File: src/verilog/arf_consts.svh
// constants of the result bus formatter
`ifndef ARF_CONSTS_SVH
`define ARF_CONSTS_SVH
`define ARF_RES_W 18
`define ARF_MODE_FULL 2'h0
`define ARF_MODE_WORD 2'h1
`define ARF_MODE_BYTE 2'h2
`define ARF_MODE_SERIAL 2'h3
`define ARF_RESULT_RST 18'h00000
`define ARF_CODING_RST 1'h1
`define ARF_CFG_W 4
`define ARF_CFG_RST 4'h0
`define ARF_DOUT_RST 18'h00000
`define ARF_OE_RST 18'h00000
`define ARF_EN_RST 1'h0
`endif

File: src/verilog/arf_pkg.sv
// types of the result bus formatter
package arf_pkg;
  typedef enum logic [1:0] {ARF_FULL, ARF_WORD, ARF_BYTE, ARF_SERIAL} arf_mode_t;
endpackage

File: src/verilog/arf_bus_if.sv
// result and formatted bus between formatter top and lane mapper
`timescale 1ns/100ps
interface arf_bus_if;
  logic [17:0] result;
  logic [1:0] mode;
  logic codingSel;
  logic segLo;
  logic segHi;
  logic [17:0] dataOut;
  logic [17:0] dataOe;
  modport top (output result, mode, codingSel, segLo, segHi, input dataOut, dataOe);
  modport mapper (input result, mode, codingSel, segLo, segHi, output dataOut, dataOe);
endinterface

File: src/verilog/arf_lane_map.sv
// combinational lane mapping of the result onto the data lines
`timescale 1ns/100ps
`include "arf_consts.svh"
module arf_lane_map
  import arf_pkg::*;
(
  arf_bus_if.mapper bus
);
  logic [17:0] coded;
  always_comb
  begin
    // coding select: high straight binary, low two's complement
    coded = bus.codingSel ? bus.result : {~bus.result[17], bus.result[16:0]};
    bus.dataOut = 18'h00000;
    bus.dataOe = 18'h00000;
    unique case (bus.mode)
      `ARF_MODE_FULL:
      begin
        bus.dataOut = coded;
        bus.dataOe = 18'h3ffff;
      end
      `ARF_MODE_WORD:
      begin
        bus.dataOe = 18'h3fffc;
        if (bus.segLo)
          bus.dataOut = {14'h0000, coded[1:0], 2'h0};
        else
          bus.dataOut = {coded[17:2], 2'h0};
      end
      `ARF_MODE_BYTE:
      begin
        bus.dataOe = 18'h3fc00;
        if (!bus.segLo && !bus.segHi)
          bus.dataOut = {coded[17:10], 10'h000};
        else if (!bus.segLo)
          bus.dataOut = {coded[9:2], 10'h000};
        else if (!bus.segHi)
          bus.dataOut = {6'h00, coded[1:0], 10'h000};
        else
          bus.dataOut = {coded[1:0], 16'h0000};
      end
      `ARF_MODE_SERIAL:
      begin
        bus.dataOut = 18'h00000;
        bus.dataOe = 18'h00000;
      end
    endcase
  end
endmodule

File: src/verilog/arf_formatter.sv
// result bus formatter: latches result, maps lanes, gates drivers
`timescale 1ns/100ps
`include "arf_consts.svh"
module arf_formatter
  import arf_pkg::*;
(
  // clock, reset, enable
  input wire logic core_clk,
  input wire logic reset,
  input wire logic clkEn,
  // conversion result
  input wire logic [17:0] resultIn,
  input wire logic resultValid,
  // format and segment pins
  input wire logic bus_format_sel_lsb,
  input wire logic bus_format_sel_msb,
  input wire logic coding_format_sel,
  input wire logic segment_addr_lo,
  input wire logic segment_addr_hi,
  // configuration source
  input wire logic config_source_sel,
  input wire logic [3:0] cfgPins,
  input wire logic [3:0] serialCfg,
  input wire logic serialCfgLoad,
  // read strobes
  input wire logic chipSelect_n,
  input wire logic readData_n,
  // reference control
  input wire logic ref_power_down,
  input wire logic ref_buffer_power_down,
  // parallel bus
  output logic [17:0] dataOut,
  output logic [17:0] dataOe,
  // serial, configuration and reference status
  output logic serialOutEn,
  output logic [3:0] cfgEffective,
  output logic refEnable,
  output logic bufEnable,
  output logic convAbort
);
  arf_bus_if bus();

  // decoded pins
  arf_mode_t mode;
  logic swCfg;
  logic busOn;

  // result group
  logic [17:0] result_ff;
  logic [17:0] nxt_result;

  // configuration group
  logic [3:0] cfgReg_ff;
  logic [3:0] nxt_cfgReg;
  logic [3:0] cfgEff_ff;
  logic [3:0] nxt_cfgEff;

  // bus drive group
  logic [17:0] dout_ff;
  logic [17:0] nxt_dout;
  logic [17:0] doe_ff;
  logic [17:0] nxt_doe;
  logic serEn_ff;
  logic nxt_serEn;

  // reference and buffer groups
  logic refEn_ff;
  logic nxt_refEn;
  logic bufEn_ff;
  logic nxt_bufEn;

  // serial code tested by config and bus groups
  function automatic logic isSerialMode(input arf_mode_t m);
    return m == ARF_SERIAL;
  endfunction

  assign mode = arf_mode_t'({bus_format_sel_msb, bus_format_sel_lsb});
  assign bus.result = result_ff;
  assign bus.mode = mode;
  // coding select follows the pin directly; it is not registered or reset
  assign bus.codingSel = coding_format_sel;
  assign bus.segLo = segment_addr_lo;
  assign bus.segHi = segment_addr_hi;

  arf_lane_map u_map (
    .bus(bus)
  );

  always_comb
  begin
    swCfg = isSerialMode(mode) && !config_source_sel;
    // drivers gated by select and read
    // either strobe high keeps every line released
    busOn = !chipSelect_n && !readData_n;
  end

  // result group: new word only on a valid strobe
  always_comb
  begin
    nxt_result = result_ff;
    if (resultValid)
      nxt_result = resultIn;
  end

  always_ff @(posedge core_clk)
  begin
    if (reset)
      result_ff <= `ARF_RESULT_RST;
    else if (clkEn)
      result_ff <= nxt_result;
  end

  // configuration group
  always_comb
  begin
    nxt_cfgReg = cfgReg_ff;
    if (swCfg && serialCfgLoad)
      nxt_cfgReg = serialCfg;
    // software config replaces pins
    // reads the register, so a load shows one edge later
    nxt_cfgEff = cfgPins;
    if (swCfg)
      nxt_cfgEff = cfgReg_ff;
  end

  always_ff @(posedge core_clk)
  begin
    if (reset)
    begin
      cfgReg_ff <= `ARF_CFG_RST;
      cfgEff_ff <= `ARF_CFG_RST;
    end
    else if (clkEn)
    begin
      cfgReg_ff <= nxt_cfgReg;
      cfgEff_ff <= nxt_cfgEff;
    end
  end

  // bus drive group: data always tracks, enables only on a read
  always_comb
  begin
    nxt_dout = bus.dataOut;
    nxt_doe = `ARF_OE_RST;
    nxt_serEn = 1'h0;
    // serial enable shares the read strobes
    if (busOn)
    begin
      nxt_doe = bus.dataOe;
      nxt_serEn = isSerialMode(mode);
    end
  end

  always_ff @(posedge core_clk)
  begin
    if (reset)
    begin
      dout_ff <= `ARF_DOUT_RST;
      doe_ff <= `ARF_OE_RST;
      serEn_ff <= `ARF_EN_RST;
    end
    else if (clkEn)
    begin
      dout_ff <= nxt_dout;
      doe_ff <= nxt_doe;
      serEn_ff <= nxt_serEn;
    end
  end

  // reference group
  always_comb
  begin
    nxt_refEn = !ref_power_down;
  end

  always_ff @(posedge core_clk)
  begin
    if (reset)
      refEn_ff <= `ARF_EN_RST;
    else if (clkEn)
      refEn_ff <= nxt_refEn;
  end

  // buffer group: the host must keep it on while the reference runs
  always_comb
  begin
    nxt_bufEn = !ref_buffer_power_down;
  end

  always_ff @(posedge core_clk)
  begin
    if (reset)
      bufEn_ff <= `ARF_EN_RST;
    else if (clkEn)
      bufEn_ff <= nxt_bufEn;
  end

  // registered outputs; convAbort follows reset directly
  assign dataOut = dout_ff;
  assign dataOe = doe_ff;
  assign serialOutEn = serEn_ff;
  assign cfgEffective = cfgEff_ff;
  assign refEnable = refEn_ff;
  assign bufEnable = bufEn_ff;
  assign convAbort = reset;
endmodule

File: config.mk
export PLATFORM = sky130hd
export DESIGN_NAME = arf_formatter
export DESIGN_NICKNAME = d
export VERILOG_FILES = /design/src/verilog/arf_pkg.sv /design/src/verilog/arf_bus_if.sv /design/src/verilog/arf_lane_map.sv /design/src/verilog/arf_formatter.sv
export VERILOG_INCLUDE_DIRS = /design/src /design/src/verilog
export SDC_FILE = /design/constraint.sdc
export NUM_CORES = 1
export LEC_CHECK = 0
export BUFFER_PORTS_ARGS = -buffer_cell sky130_fd_sc_hd__buf_2
export CAP_MARGIN = 15
export CORE_ASPECT_RATIO = 0.8
export CORE_MARGIN = 5
export CORE_UTILIZATION = 39
export DETAILED_ROUTE_END_ITERATION = 8
export PLACE_DENSITY = 0.66
export REMOVE_ABC_BUFFERS = 1
export SLEW_MARGIN = 20
export SYNTH_ARGS = -nofsm -noshare
export SYNTH_HDL_FRONTEND = slang
export SYNTH_SLANG_ARGS = --single-unit
File: constraint.sdc
create_clock -name core_clk -period 2.36 [get_ports core_clk]
set_input_delay 0.354 -clock core_clk [delete_from_list [all_inputs] [get_ports core_clk]]
set_output_delay 0.354 -clock core_clk [all_outputs]
set_load 0.005 [all_outputs]
==> results.py <==
metrics = {
    "final_layout": {
        "final_common_cell": "buf_2",
        "num_antenna_cells": 0,
        "multi_input_area_um2": 950,
        "final_core_util_pct": 47.7,
        "fill_cells": 569,
        "syn2layout_area_growth_pct": 19.1,
        "seqCellArea_um2": 1000,
        "drive_gt1_share_pct": 30.3,
        "most-common-layout-cells": "buf_2 (84), dfxtp_1 (50), nand2_1 (48)",
        "fin_nets": 365,
    },
    "timing": {
        "finalSetupViolations": 0,
        "worst_pin_slew_ps": 685,
        "finalSetupTns_ps": 0,
        "clock_skew_ps": 11.4,
        "rsz0062_at_grt": "no",
        "hold_viol_final": 0,
        "period_share_pct": 58.3,
        "maxSlewViolCount": 0,
        "finalCriticalPeriod_ps": 1380,
        "max_freq_ghz": 0.727,
        "max_slew_margin_pct": 54.0,
    },
    "power": {
        "power.density_nw_per_um2": 604,
        "p_leak_uw": 0.00116,
        "peakVddDrop_mv": 0.291,
    },
    "clock_network": {
        "cts-buffers-inserted": 5,
        "cts.sinks": 50,
        "cts_resized": 0,
        "clk_pin_slew_ps": 80,
        "cts_setup_buffers": 0,
        "cts_tree": "done",
        "clk_latency_ps": 300,
        "ctsLongestPathBuffers": 2,
        "cts_hold_buf": 0,
        "clock-root-buffer": "clkbuf_8",
        "cts_max_level": 2,
    },
    "critical_path": {
        "criticalPathCategory": "in2reg",
        "critPathSlowestCell": "nor3b_1",
        "path_cells": "buf_2 -> buf_4 -> nor3b_1 -> a32oi_1 -> nor2_1",
        "end_kind": "flip-flop",
        "slowest_delay_ps": 410,
        "path_max_fanout": 21,
        "worstPathArrival_ps": 1610,
        "crit_required_ps": 2600,
        "startpoint": "clkEn",
        "crit_buf_inv": 2,
        "startpoint_type": "primary input",
        "crit_family": "buffers and inverters",
        "reg2reg_from": "bus.result[1]$_SDFFE_PP0P_",
    },
    "floorplan": {
        "die_x_um": 93.5,
        "io_pins": 85,
        "start_util_pct": 40.0,
        "die_h_um": 76.8,
        "dieArea_um2": 7180,
        "coreArea_um2": 5440,
        "rows": 24,
    },
    "logic_synthesis": {
        "synthCells": 263,
        "synth_area_um2": 2180,
        "ys_seq_area_share_pct": 46.0,
        "synth_flop_cell": "dfxtp_1",
        "avgSynthCellArea_um2": 8.27,
        "synth_edf_count": 0,
        "ys_ff_latch": 50,
        "yosys_warnings": 0,
        "ys_types": 36,
        "synthArstFlopShare_pct": 0,
    },
    "place": {
        "gp_congestion": 0.831,
        "io_buffer_count": 84,
        "dpl.hpwl_um": 3960,
    },
    "route": {
        "dr.pass1.iters": 6,
        "drt_iter0_markers": 90,
        "viasPerCell": 4.91,
        "drtAntennaViolNets": 0,
        "dr_total_vias": 1970,
        "drc": 0,
        "avgRoutedWirePerCell_um": 13.3,
        "wl_um": 5350,
    },
    "global_routing": {
        "grt_pass1_vias": 1765,
        "grt_antenna_before_repair": 0,
        "grt_use_total_pct": 14.3,
        "globalRoute.totalOverflow": 0,
        "grt_max_degree": 28,
        "grt_pass1_wl_um": 8330,
    },
    "status": {
        "status": "complete, no violations",
    },
    "job": {
        "cap_violations": 0,
    },
    "hold_path": {
        "holdCritStartpoint": "ref_buffer_power_down",
        "hold_path.class": "in2reg",
    },
}
==> report_power, final <==
part / leakage [uW] / internal (uW) / switching, uW
combinational: 0.000707 / 81.0 / 105
sequential: 0.000408 / 875 / 20.3
clock: 0.0000431 / 226 / 258
total: 0.00116 / 1180 / 383
==> cells in the mapped netlist, drive strengths merged, types with 3 or more instances <==
master	instances	share of area, %
clkbuf	3	0.52
buf	31	9.3
mux2i	4	1.8
nand3	10	2.3
nand3b	5	1.9
o21ai	12	2.8
a211oi	12	4.1
nand2	48	8.3
nor2b	3	0.86
nor2	19	3.3
dfxtp	50	46
a21oi	38	8.7
==> kinds of logic after synthesis <==
logic type / after synthesis / synth area share [%]
AO/OA/AOI/OAI: 74 / 20.2
XOR/XNOR: 1 / 0.403
flip-flops: 50 / 46.0
multiplexers: 6 / 2.88
AND/OR/NAND/NOR: 95 / 20.2
buffers and inverters: 37 / 10.4
==> final cells by class <==
cell class,count,share of cell area (%)
inverters,3,0.434
well taps,78,3.76
flip-flops and latches,50,38.6
repair buffers,88,17.4
multi-input cells,176,36.6
clock buffers,6,3.19
==> layer usage <==
layer	global-route usage [%]	wire length, um
met5	0	0
met4	4.25	58
met3	4.99	541
met2	19.6	2130
met1	20.8	2630
==> state kept, by name, indices dropped and copies added, names as in the netlist <==
| name | cells |
|---|---|
| serialOutEn | 1 |
| refEnable | 1 |
| bufEnable | 1 |
| bus.result | 18 |
| cfgReg_ff | 4 |
| cfgEffective | 4 |
| dataOut | 18 |
| dataOe | 3 |
==> metrics by stage <==
stage	hold WS (ps)	instance area, um^2	total power (uW)	std cells	worst slack (ps)
finish	231	2590	1570	401	984
global route	222	2590	1640	401	761
global placement	441	2510	1100	395	704
floorplan	423	1960	987	229	1080
detailed placement	446	2510	1100	395	685
CTS	225	2590	1580	401	999
==> final timing paths <==
check / endpoint / slack, ps / cells past startpoint
worst max-delay path: serialOutEn$_SDFFE_PP0P_ / 980 / 5
worst min-delay path: bufEnable$_SDFFE_PP0P_ / 230 / 2
worst max register to register: dataOut[11]$_SDFFE_PP0P_ / 1220 / 3
worst min register to register: bus.result[16]$_SDFFE_PP0P_ / 460 / 2
Note: power is estimated with default switching activity, not from simulation.
